<file path="config.mk">
export PLATFORM = sky130hd
export DESIGN_NAME = fault_check_parity_status
export DESIGN_NICKNAME = d
export VERILOG_FILES = /design/src/rtl/fault_check_pkg.sv /design/src/rtl/fault_check_parity_status.sv /design/src/rtl/overflow_fault.sv /design/src/rtl/parity_capture.sv
export SDC_FILE = /design/constraint.sdc
export NUM_CORES = 1
export LEC_CHECK = 0
export BUFFER_PORTS_ARGS = -buffer_cell sky130_fd_sc_hd__buf_2
export CAP_MARGIN = 20
export CELL_PAD_IN_SITES_DETAIL_PLACEMENT = 0
export CELL_PAD_IN_SITES_GLOBAL_PLACEMENT = 1
export CORE_ASPECT_RATIO = 0.75
export CORE_MARGIN = 5
export CORE_UTILIZATION = 41
export DETAILED_ROUTE_END_ITERATION = 10
export GPL_TIMING_DRIVEN = 0
export MAX_ROUTING_LAYER = met4
export PLACE_DENSITY = 0.86
export SYNTH_ARGS = -nofsm -noshare
export SYNTH_HDL_FRONTEND = slang
export SYNTH_SLANG_ARGS = --single-unit
</file>
<file path="constraint.sdc">
create_clock -name i_sys_clk -period 8.48 [get_ports i_sys_clk]
set_input_delay 1.272 -clock i_sys_clk [delete_from_list [all_inputs] [get_ports i_sys_clk]]
set_output_delay 1.272 -clock i_sys_clk [all_outputs]
set_load 0.01 [all_outputs]
</file>
<file path="src/rtl/fault_check_pkg.sv">
// Constants and types shared by the fault and check reporting block
// Functional notes
// - Baseline: overflow fault taken before the next instruction starts.
// - Saved counter on overflow fault holds the next instruction address.
// - Correctable check pending with overflow discards the overflow.
// - Deep variant: two instructions complete before the fault.
// - Divide by zero always saves the next instruction address; the code drops it while a deep overflow waits in ST_WAIT.
// - Decimal overflow fault code is 704 baseline, 700 on deep variants.
// - Eleven fault types supported; semaphore faults are never raised.
// - Only power, memory parity, machine, missing module checks raised.
// - Status bit 1 marks type-1 program-address parity error on DMA paths.
// - Status bit 2 marks type-2 program-address parity error.
// - Status bit 3 marks parity error during burst-mode DMA.
// - Status bit 4 gives DMA error direction: 0 input, 1 output.
// - Status bits 5 to 7 encode the detected error source.
// - Status bit 8 flags control memory parity only if no board reported.
// - Status bit 9 marks memory ECC uncorrectable read error.
// - Status bit 10 marks prefetch board parity error.
// - Status bit 11 marks peripheral address bus input parity error.
// - Bit 12 index parity at last close; bit 14 address register parity.
package fault_check_pkg;
  localparam int ADDR_W = 4;
  localparam int PC_W = 32;
  // Register offsets
  localparam logic [3:0] OFF_PARITY = 4'h0;
  localparam logic [3:0] OFF_STATUS = 4'h1;
  localparam logic [3:0] OFF_MASK = 4'h2;
  localparam logic [3:0] OFF_CODE = 4'h3;
  localparam logic [3:0] OFF_FAULT_PC = 4'h4;
  localparam logic [3:0] OFF_FAULT = 4'h5;
  localparam logic [3:0] OFF_CHECK = 4'h6;
  localparam logic [3:0] OFF_CONFIG = 4'h7;
  // Parity word bit positions; bit 1 is the most significant bit (31)
  localparam int PB_TYPE1 = 31;
  localparam int PB_TYPE2 = 30;
  localparam int PB_BURST = 29;
  localparam int PB_DIR = 28;
  localparam int PB_SRC_HI = 27;
  localparam int PB_SRC_LO = 25;
  localparam int PB_CTLMEM = 24;
  localparam int PB_ECCU = 23;
  localparam int PB_PREF = 22;
  localparam int PB_PADDR = 21;
  localparam int PB_INDEX = 20;
  localparam int PB_EADDR = 18;
  localparam logic [31:0] PARITY_RESET = 32'h0000_0000;
  // Decimal overflow codes
  localparam logic [15:0] CODE_DEC_BASE = 16'h0704;
  localparam logic [15:0] CODE_DEC_DEEP = 16'h0700;
  // Deep pipeline: instructions completing before the fault is taken
  localparam logic [2:0] DEEP_DELAY = 3'h2;
  // Interrupt status bit positions
  localparam int IRQ_FAULT = 0;
  localparam int IRQ_CHECK = 1;
  localparam int IRQ_PARITY = 2;
  localparam int IRQ_W = 3;
  // Fault types (eleven supported, semaphore absent)
  localparam int FAULT_W = 12;
  localparam logic [3:0] FT_SEMAPHORE = 4'hb;
  localparam logic [11:0] FAULT_SUPPORTED = 12'h7ff;
  // Check types: power, parity, machine, missing module
  localparam int CHECK_W = 6;
  localparam logic [5:0] CHECK_SUPPORTED = 6'h0f;
  localparam int CK_PARITY = 1;
  localparam int CK_MACHINE = 2;
  typedef enum {ST_IDLE, ST_WAIT} ovf_state_type;
endpackage

</file>
<file path="src/rtl/fault_check_parity_status.sv">
// Fault and check reporting with parity diagnostic word and registers
//
// The address-and-strobe port and the placing of the registers were chosen for this implementation.
`timescale 1ns/1ns
module fault_check_parity_status
  import fault_check_pkg::*;
(
  // Clock and reset
  input wire logic i_sys_clk,
  input wire logic i_rst,
  // Register port
  input wire logic [ADDR_W-1:0] i_addr,
  input wire logic [31:0] i_wdata,
  input wire logic i_wr,
  input wire logic i_rd,
  output logic [31:0] o_rdata,
  // Instruction flow
  input wire logic i_int_ovf,
  input wire logic i_div_zero,
  input wire logic i_dec_ovf,
  input wire logic i_ecc_correctable_check,
  input wire logic i_retire,
  input wire logic [PC_W-1:0] i_next_pc,
  // Other fault and check requests
  input wire logic i_fault_req,
  input wire logic [3:0] i_fault_type,
  input wire logic i_check_req,
  input wire logic [2:0] i_check_type,
  // Parity error reports
  input wire logic i_pa_type1,
  input wire logic i_pa_type2,
  input wire logic i_burst_err,
  input wire logic i_dma_err,
  input wire logic i_dma_out,
  input wire logic i_board_err,
  input wire logic [2:0] i_board_src,
  input wire logic i_ctlmem_err,
  input wire logic i_eccu_err,
  input wire logic i_pref_err,
  input wire logic i_paddr_err,
  input wire logic i_index_err,
  input wire logic i_eaddr_err,
  // Fault and check outputs
  output logic o_ovf_fault,
  output logic [PC_W-1:0] o_fault_pc,
  output logic o_fault,
  output logic [FAULT_W-1:0] o_fault_vec,
  output logic o_check,
  output logic [CHECK_W-1:0] o_check_vec,
  output logic [15:0] o_arith_fault_code_word,
  output logic o_irq
);
  typedef struct packed {
    logic [31:0] rdata;
    logic [IRQ_W-1:0] status;
    logic [IRQ_W-1:0] mask;
    logic deep;
    logic [15:0] code;
    logic fault;
    logic [FAULT_W-1:0] fault_vec;
    logic check;
    logic [CHECK_W-1:0] check_vec;
  } top_regs_type;
  top_regs_type r;
  top_regs_type next_r;
  logic [31:0] parity_diagnostic_word;
  logic parity_ev;
  logic ovf_fault;
  logic [PC_W-1:0] fault_pc;
  logic par_clear;
  logic [FAULT_W-1:0] fsel;
  logic [CHECK_W-1:0] csel;
  logic [11:0] check_onehot;

  // One-hot decode shared by faults and checks
  function automatic logic [11:0] onehot(input logic [3:0] n);
    onehot = 12'h001 << n;
  endfunction

  assign par_clear = i_wr && (i_addr == OFF_PARITY);

  overflow_fault u_ovf (
    .i_sys_clk(i_sys_clk),
    .i_rst(i_rst),
    .i_deep(r.deep),
    .i_int_ovf(i_int_ovf),
    .i_div_zero(i_div_zero),
    .i_ecc_corr(i_ecc_correctable_check),
    .i_retire(i_retire),
    .i_next_pc(i_next_pc),
    .o_fault(ovf_fault),
    .o_fault_pc(fault_pc)
  );

  parity_capture u_par (
    .i_sys_clk(i_sys_clk),
    .i_rst(i_rst),
    .i_pa_type1(i_pa_type1),
    .i_pa_type2(i_pa_type2),
    .i_burst_err(i_burst_err),
    .i_dma_err(i_dma_err),
    .i_dma_out(i_dma_out),
    .i_board_err(i_board_err),
    .i_board_src(i_board_src),
    .i_ctlmem_err(i_ctlmem_err),
    .i_eccu_err(i_eccu_err),
    .i_pref_err(i_pref_err),
    .i_paddr_err(i_paddr_err),
    .i_index_err(i_index_err),
    .i_eaddr_err(i_eaddr_err),
    .i_clear(par_clear),
    .o_word(parity_diagnostic_word),
    .o_event(parity_ev)
  );

  always_comb
  begin
    next_r = r;
    next_r.rdata = 32'h0000_0000;
    next_r.fault = 1'b0;
    next_r.check = 1'b0;
    fsel = onehot(i_fault_type) & FAULT_SUPPORTED;
    check_onehot = onehot({1'b0, i_check_type});
    csel = check_onehot[CHECK_W-1:0] & CHECK_SUPPORTED;
    // Semaphore and unknown codes are dropped
    if (i_fault_req && fsel != '0)
    begin
      next_r.fault = 1'b1;
      next_r.fault_vec = fsel;
    end
    // Environmental and recoverable machine checks never pass
    if (i_check_req && csel != '0)
    begin
      next_r.check = 1'b1;
      next_r.check_vec = csel;
    end
    if (i_dec_ovf)
      next_r.code = r.deep ? CODE_DEC_DEEP : CODE_DEC_BASE;
    if (i_wr)
    begin
      case (i_addr)
        OFF_STATUS:
          next_r.status = r.status & ~i_wdata[IRQ_W-1:0];
        OFF_MASK:
          next_r.mask = i_wdata[IRQ_W-1:0];
        OFF_CONFIG:
          next_r.deep = i_wdata[0];
        default:
          next_r.mask = next_r.mask;
      endcase
    end
    // Set wins over a simultaneous clear
    if (ovf_fault || next_r.fault)
      next_r.status[IRQ_FAULT] = 1'b1;
    if (next_r.check)
      next_r.status[IRQ_CHECK] = 1'b1;
    if (parity_ev)
      next_r.status[IRQ_PARITY] = 1'b1;
    if (i_rd)
    begin
      case (i_addr)
        OFF_PARITY:
          next_r.rdata = parity_diagnostic_word;
        OFF_STATUS:
          next_r.rdata = {{(32-IRQ_W){1'b0}}, r.status};
        OFF_MASK:
          next_r.rdata = {{(32-IRQ_W){1'b0}}, r.mask};
        OFF_CODE:
          next_r.rdata = {16'h0000, r.code};
        OFF_FAULT_PC:
          next_r.rdata = fault_pc;
        OFF_FAULT:
          next_r.rdata = {{(32-FAULT_W){1'b0}}, r.fault_vec};
        OFF_CHECK:
          next_r.rdata = {{(32-CHECK_W){1'b0}}, r.check_vec};
        OFF_CONFIG:
          next_r.rdata = {31'h0000_0000, r.deep};
        default:
          next_r.rdata = 32'h0000_0000;
      endcase
    end
  end

  always_ff @(posedge i_sys_clk or posedge i_rst)
  begin
    if (i_rst)
      r <= '0;
    else
      r <= next_r;
  end

  assign o_rdata = r.rdata;
  assign o_ovf_fault = ovf_fault;
  assign o_fault_pc = fault_pc;
  assign o_fault = r.fault;
  assign o_fault_vec = r.fault_vec;
  assign o_check = r.check;
  assign o_check_vec = r.check_vec;
  assign o_arith_fault_code_word = r.code;
  assign o_irq = |(r.status & r.mask);
endmodule

</file>
<file path="src/rtl/overflow_fault.sv">
// Integer overflow and divide-by-zero fault timing
`timescale 1ns/1ns
module overflow_fault
  import fault_check_pkg::*;
(
  // Clock and reset
  input wire logic i_sys_clk,
  input wire logic i_rst,
  // Configuration
  input wire logic i_deep,
  // Instruction events
  input wire logic i_int_ovf,
  input wire logic i_div_zero,
  input wire logic i_ecc_corr,
  input wire logic i_retire,
  input wire logic [PC_W-1:0] i_next_pc,
  // Fault request
  output logic o_fault,
  output logic [PC_W-1:0] o_fault_pc
);
  typedef struct packed {
    ovf_state_type st;
    logic [2:0] cnt;
    logic fault;
    logic [PC_W-1:0] pc;
  } ovf_regs_type;
  ovf_regs_type r;
  ovf_regs_type next_r;

  always_comb
  begin
    next_r = r;
    next_r.fault = 1'b0;
    case (r.st)
      ST_IDLE:
      begin
        if (i_div_zero)
        begin
          // Never deferred, even on the deep pipeline
          next_r.fault = 1'b1;
          next_r.pc = i_next_pc;
        end
        else if (i_int_ovf && !i_ecc_corr)
        begin
          if (i_deep)
          begin
            next_r.st = ST_WAIT;
            next_r.cnt = DEEP_DELAY;
          end
          else
          begin
            next_r.fault = 1'b1;
            next_r.pc = i_next_pc;
          end
        end
      end
      ST_WAIT:
      begin
        if (i_retire)
        begin
          next_r.cnt = r.cnt - 3'h1;
          if (r.cnt == 3'h1)
          begin
            next_r.st = ST_IDLE;
            next_r.fault = 1'b1;
            next_r.pc = i_next_pc;
          end
        end
      end
      default:
        next_r.st = ST_IDLE;
    endcase
  end

  always_ff @(posedge i_sys_clk or posedge i_rst)
  begin
    if (i_rst)
      r <= '{st: ST_IDLE, cnt: 3'h0, fault: 1'b0, pc: '0};
    else
      r <= next_r;
  end

  assign o_fault = r.fault;
  assign o_fault_pc = r.pc;
endmodule

</file>
<file path="src/rtl/parity_capture.sv">
// Capture of parity error causes into the diagnostic word
`timescale 1ns/1ns
module parity_capture
  import fault_check_pkg::*;
(
  // Clock and reset
  input wire logic i_sys_clk,
  input wire logic i_rst,
  // Error reports, one-cycle pulses
  input wire logic i_pa_type1,
  input wire logic i_pa_type2,
  input wire logic i_burst_err,
  input wire logic i_dma_err,
  input wire logic i_dma_out,
  input wire logic i_board_err,
  input wire logic [2:0] i_board_src,
  input wire logic i_ctlmem_err,
  input wire logic i_eccu_err,
  input wire logic i_pref_err,
  input wire logic i_paddr_err,
  input wire logic i_index_err,
  input wire logic i_eaddr_err,
  // Clear from software
  input wire logic i_clear,
  // Word and event
  output logic [31:0] o_word,
  output logic o_event
);
  typedef struct packed {
    logic [31:0] word;
    logic ev;
  } pc_regs_type;
  pc_regs_type r;
  pc_regs_type next_r;
  logic any;

  always_comb
  begin
    next_r = r;
    any = i_pa_type1 | i_pa_type2 | i_burst_err | i_dma_err | i_board_err |
      i_ctlmem_err | i_eccu_err | i_pref_err | i_paddr_err | i_index_err |
      i_eaddr_err;
    // A new error in the clearing cycle still lands
    if (i_clear)
      next_r.word = PARITY_RESET;
    if (i_pa_type1)
      next_r.word[PB_TYPE1] = 1'b1;
    if (i_pa_type2)
      next_r.word[PB_TYPE2] = 1'b1;
    if (i_burst_err)
      next_r.word[PB_BURST] = 1'b1;
    if (i_dma_err)
      next_r.word[PB_DIR] = i_dma_out;
    if (i_board_err)
      next_r.word[PB_SRC_HI:PB_SRC_LO] = i_board_src;
    if (i_ctlmem_err && !i_board_err &&
        next_r.word[PB_SRC_HI:PB_SRC_LO] == 3'h0 && !r.ev)
      next_r.word[PB_CTLMEM] = 1'b1;
    if (i_eccu_err)
      next_r.word[PB_ECCU] = 1'b1;
    if (i_pref_err)
      next_r.word[PB_PREF] = 1'b1;
    if (i_paddr_err)
      next_r.word[PB_PADDR] = 1'b1;
    if (i_index_err)
      next_r.word[PB_INDEX] = 1'b1;
    if (i_eaddr_err)
      next_r.word[PB_EADDR] = 1'b1;
    next_r.ev = any;
  end

  always_ff @(posedge i_sys_clk or posedge i_rst)
  begin
    if (i_rst)
      r <= '{word: PARITY_RESET, ev: 1'b0};
    else
      r <= next_r;
  end

  assign o_word = r.word;
  assign o_event = r.ev;
endmodule

</file>
==> metrics.cfg, run 1 <==
[synthesis]
yosysSeqAreaShare = 0.503
netlist_instances = 472
async_flop_share = 1.00
syn_area_per_cell_um2 = 11.5
ys_warn_count = 0
synth-edff-count = 0
synth_area_mm2 = 0.00542
synth_cell_types = 49
netlist.top_cell.by_area = dfrtp_1
synthFlopType = dfrtp_1
yosys-top-cells-area = dfrtp_1, buf_4, mux2_4
netlist.area_leader.share = 0.503
yosys_register_bits = 109

[drt]
drtIter0Drc = 225
routedWlPerCell_um = 15.8
vias = 3929
dr.pass1.iters = 4
drc = 0
routed_via_density = 4.74
drt-total-wl_um = 13100
drtAntennaViolNets = 0

[timing]
slew_headroom = 0.501
fin_crit_sh = 0.306
period_minus_slack_ps = 2590
max_freq_mhz = 385
hold_slack_ps = 484
slew_violations = 0
fin_tns_setup_ps = 0
finalSetupViolCount = 0
fin_skew_ps = 5.28
finalHoldViolCount = 0
rsz0062_at_grt = false
tightestPinTransition_ps = 741

[critical_path]
cp.arrival_ps = 1320
crit_slowest_cell = dfrtp_1
reg2reg_slack_ps = 6570
worstPathCellList = a222oi_1, inv_1, buf_2
cpLargestDelayFamily = flip-flops
crit_buf_inv = 2
worstPathRequired_ps = 7210
cp_slowest_stage_delay_ps = 420
critical_path_class = flip-flop to primary output
crit_fanout = 3
startpoint_type = flip-flop
cp-end-kind = primary output

[die]
die-area_mm2 = 0.0156
die-width_um = 143
num_rows = 36
core-area_mm2 = 0.0130
die_h_um = 110
start_util = 0.418
io-pin-count = 203

[power_and_ir_drop]
vdd_drop_max_v = 0.000154
powerDensity_mw_per_mm2 = 260
p_leak_nw = 3.54
total_power_mw = 1.77

[global_route]
antenna_found_initial = 0
grt_pass1_vias = 4022
grt_util_all_layers = 0.173
grt_pass1_wl_um = 20600
grt_start_max_net_pins = 58
grt_overflow = 0

[clock_tree]
clk_pin_slew_ps = 70
cts.sinks = 109
post-cts-setup-buffer-count = 0
clockBufferDepth = 2
cts_resized = 0
clkLatencyLatePin_ps = 340
htree_levels = 3
root_buffer = clkbuf_16
cts_tree = yes
hold_buffers = 0
cts_buffers = 9

[min_path]
hold_class = flip-flop to flip-flop

[outcome]
status = finished, final reports clean

[final_layout]
drive_gt1_frac = 0.494
final_nets = 756
syn2layout_area_growth_pct = 25.5
final_util = 0.524
antenna_cells = 0

[placed_design]
port_buffers = 155
globalplace.congestion = 0.845
dp_hpwl_um = 10100

[run]
drv_cap = 0

Yosys cell counts (5+ instances only):
cell,count
a22o_1,10
and3_1,8
nor2b_1,10
buf_2,6
a22oi_1,20
nand3b_1,7
buf_4,99
nand2_1,16
mux2_2,9
nand4_1,5
a21oi_1,6
mux2_4,29
nand3_1,11
dfrtp_1,109
nor2_1,25
inv_1,10
clkbuf_1,13
o21ai_0,13
a21o_1,15
logic make-up after synthesis:
family,Yosys count,share of synthesized area
multiplexers,40,0.103
buffers and inverters,131,0.165
other,1,0.000692
AND/OR/NAND/NOR,107,0.113
AO/OA/AOI/OAI,80,0.108
flip-flops,109,0.503
XOR/XNOR,2,0.00323
adder cells (fa/ha/maj),2,0.00462
report_power, final:
part	total (mW)	switching (mW)	leakage [nW]	internal [mW]
Combinational	0.608	0.242	2.06	0.366
Sequential	0.728	0.0994	1.34	0.629
Clock	0.431	0.193	0.141	0.239
state kept, by name, indices dropped and copies added (netlist names):
signal,count
r,7
u_ovf.r,4
u_ovf.o_fault_pc,32
o_arith_fault_code_word,2
o_fault_vec,11
o_check,1
o_fault,1
u_par.o_event,1
u_par.o_word,13
o_check_vec,4
u_ovf.o_fault,1
o_rdata,32
per-layer routing:
layer | share of wire | global-route usage
met5 | 0 | -
met3 | 0.052 | 0.0361
met4 | 0.0074 | 0.0326
met1 | 0.49 | 0.247
met2 | 0.45 | 0.258
cell usage in the layout, fill, tap and decap left out, drive strengths merged, types with 2 or more instances in the layout:
cell type and n:
o21ai 13, nand2 16, clkinvlp 3, and3b 2, ha 2, nor4bb 3, inv 11, nand4 5
nor2 25, nand3b 7, nor4 3, and3 10, mux2i 2, dfrtp 109, buf 264, a22o 10
nand3 11, nor3 3, mux2 38, a32o 2, a31oi 4, nor3b 2, o21a 2, conb 15
or3b 2, a21oi 6, a21o 15, a22oi 21, nand2b 4, clkbuf 23, nor2b 10
worst paths after layout:
| path | startpoint | endpoint | cells after the start |
|---|---|---|---|
| max | r[42] | o_irq | 3 |
| min | u_par.o_word[23] | u_par.o_word[23] | 1 |
| max reg2reg | r[36] | u_ovf.o_fault_pc[24] | 4 |
| min reg2reg | u_par.o_word[23] | u_par.o_word[23] | 1 |
| max in group asynchronous | i_rst | u_ovf.o_fault_pc[4] | 3 |
| min in group asynchronous | i_rst | u_ovf.o_fault_pc[26] | 2 |
final cells by class:
cell class	instances	area, µm²
fillers	1197	6170
flip-flops and latches	109	2730
multi-input cells	246	1850
plain buffers	121	856
repair buffers	156	803
clock buffers	10	239
well taps	171	214
clock inverters	6	70.1
inverters	10	40.0
through the flow:
| step | cells | worst slack [ps] | instance area [µm²] |
|---|---|---|---|
| after detailed placement | 813 | 5590 | 6490 |
| final | 829 | 5890 | 6800 |
| after global placement | 812 | 3140 | 6460 |
| after floorplan | 486 | 4330 | 5470 |
| after CTS | 829 | 5860 | 6800 |
| after global routing | 829 | 5740 | 6800 |
Note: power is estimated with default switching activity, not from simulation.
==> run 2, diff against run 1 <==
- ABC_AREA: default -> 1
- CORE_UTILIZATION: 41 -> 32
- PLACE_DENSITY: 0.86 -> 0.76
- clock period: 8.48 -> 2.25 ns (I/O delays scaled with it)
==> run 2 against run 1 <==
  * Count of clock-buffer cells in the layout is 3 higher
  * Sequential power grew to 3.6 times the previous value
  * Critical path depth up 5
  * Synthesized cell count grew 28%
  * First-iteration DRC count down 4.9%
  * Non-clock buffer count did not move
  * Total power rose to 3.5 times the previous value
  * Sequential share of layout area rose by 0.57 points
  * Core utilization fell by 11 points
  * Register-to-register slack got worse by 5900 ps
  * Critical endpoint is now u_ovf.o_fault_pc[21]
==> metrics.cfg, run 2 <==
[synthesis]
ys_warn_count = 0
yosysSeqAreaShare = 0.519
netlist_instances = 602
yosys_register_bits = 109
netlist.top_cell.by_area = dfrtp_1
synth-edff-count = 0
syn_area_per_cell_um2 = 8.74
synth_area_mm2 = 0.00526
netlist.area_leader.share = 0.519
synthFlopType = dfrtp_1
ys_top_cells_by_count = nand2_1, dfrtp_1, buf_4, nand3_1, inv_1
synth_cell_types = 29
yosys-top-cells-area = dfrtp_1, buf_4, nand2_1
async_flop_share = 1.00
yosys.cell_count.top_type = nand2_1

[critical_path]
cpLargestDelayFamily = simple AND/OR/NAND/NOR gates
worstPathRequired_ps = 2540
crit_fanout = 10
critical_path_class = flip-flop to flip-flop
startpoint_type = flip-flop
cp-end-kind = flip-flop
worstPathCellList = inv_1, nor2_1, nor2_1, o21ai_2, nand2_2, buf_2, nand2_1, nand2_1
crit_buf_inv = 2
reg2reg_from = r[36]
cp.arrival_ps = 1840
cp_slowest_stage_delay_ps = 420
crit_slowest_cell = dfrtp_1
crit_start = r[36]

[final_layout]
final_nets = 889
finalNonFillerCells = 1001
final_util = 0.418
antenna_cells = 0
final_common_cell = buf_2
syn2layout_area_growth_pct = 27.6
drive_gt1_frac = 0.381
final_cell_mix = buf_2, nand2_1, dfrtp_1

[power_and_ir_drop]
p_leak_nw = 3.71
vdd_drop_max_v = 0.000459
powerDensity_mw_per_mm2 = 930
combPwrFrac = 0.312
switching_share = 0.323
internal-power_mw = 4.22
p_clk_frac = 0.263
power.switching_mw = 2.02
seqPwrFrac = 0.425

[clock_tree]
htree_levels = 3
post-cts-setup-buffer-count = 0
cts_tree = yes
cts.sinks = 109
clockBufferDepth = 2
clkLatencyLatePin_ps = 350
cts_resized = 0
clk_pin_slew_ps = 70
cts_buffers = 9
hold_buffers = 0
root_buffer = clkbuf_16

[die]
core-area_mm2 = 0.0161
die_h_um = 121
die-width_um = 158
die-area_mm2 = 0.0191
start_util = 0.327
num_rows = 40
io-pin-count = 203

[timing]
hold_slack_ps = 96.5
tightestPinTransition_ps = 708
fin_crit_sh = 0.690
rsz0062_at_grt = false
finalHoldViolCount = 0
period_minus_slack_ps = 1550
finalSetupViolCount = 0
slew_headroom = 0.527
fin_skew_ps = 7.55
slew_violations = 0
max_freq_mhz = 644

[drt]
drtIter0Drc = 214
drc = 0
drtAntennaViolNets = 0
vias = 4250
dr.pass1.iters = 4
routed_via_density = 4.25
routedWlPerCell_um = 14.3
drt-total-wl_um = 14300

[global_route]
antenna_found_initial = 0
grt_pass1_vias = 4150
grt_pass1_wl_um = 22100
grt_overflow = 0
grt_util_all_layers = 0.153
grt_start_max_net_pins = 41

[placed_design]
globalplace.congestion = 0.858
dp.cells = 985
dp_hpwl_um = 11200
port_buffers = 157

[outcome]
status = finished, final reports clean

[run]
drv_cap = 0

[min_path]
hold_class = input port to asynchronous set/reset pin

run 2: cell count changes after synthesis, sizes merged, moves of 9 or more:
cell   delta
a21oi    +18
a22o      -9
a22oi    -21
and3     -10
inv      +39
mux2     -38
nand2   +121
nand3    +63
nor2b    -10
o21ai    +20
run 2: final timing paths:
check | endpoint | slack (ps) | cells after the start
max | u_ovf.o_fault_pc[21] | 700 | 8
min | o_rdata[1] | 100 | 2
max reg2reg | u_ovf.o_fault_pc[21] | 700 | 8
min reg2reg | u_ovf.r[35] | 460 | 1
max in group asynchronous | u_par.o_word[23] | 1250 | 4
min in group i_sys_clk | o_check | 170 | 2
run 2: cells by family after synthesis:
logic type      after synthesis  synth area share
simple gates                252             0.208
fa+ha+maj                     2           0.00476
other cells                   1          0.000713
buf+inv                     167             0.193
compound gates               71            0.0752
flops                       109             0.519
run 2: layout make-up:
cell class | count | area (µm²)
fillers | 1689 | 9360
flip-flops and latches | 109 | 2730
multi-input cells | 340 | 1570
plain buffers | 118 | 831
repair buffers | 159 | 826
well taps | 210 | 263
clock buffers | 13 | 260
inverters | 49 | 188
clock inverters | 3 | 43.8
run 2: power by group through the flow:
| stage | Clock [mW] | Combinational, mW | Sequential, mW |
|---|---|---|---|
| 2_1_floorplan | 0 | 1.34 | 2.58 |
| 4_1_cts | 1.68 | 1.98 | 2.66 |
| 3_5_place_dp | 0 | 1.97 | 2.70 |
| 6_report | 1.64 | 1.95 | 2.65 |
| 3_3_place_gp | 0 | 1.95 | 2.70 |
| 5_1_grt | 1.76 | 2.19 | 2.71 |
run 2: worst register-to-register path, delay by kind of cell, from the launching register on:
family,cells,cell delay (ps)
buffers and inverters,2,440
AND/OR/NAND/NOR,5,540
AO/OA/AOI/OAI,1,110
flip-flops,1,420
run 2: per-layer routing:
layer	vias to the layer above	track usage	wire, µm
li1	2174	-	-
met1	1945	0.229	7210
met2	129	0.209	6130
met3	2	0.0396	887
met4	0	0.0320	38
met5	-	-	0
run 2: through the flow:
step           area (µm²)  setup TNS (ps)  total power [mW]  setup slack [ps]
4_1_cts              6710               0              6.32               686
3_5_place_dp         6400               0              4.67               633
5_1_grt              6710               0              6.66               554
2_1_floorplan        5320               0              3.92               597
6_report             6710               0              6.24               697
3_3_place_gp         6360          -23600              4.65              -227
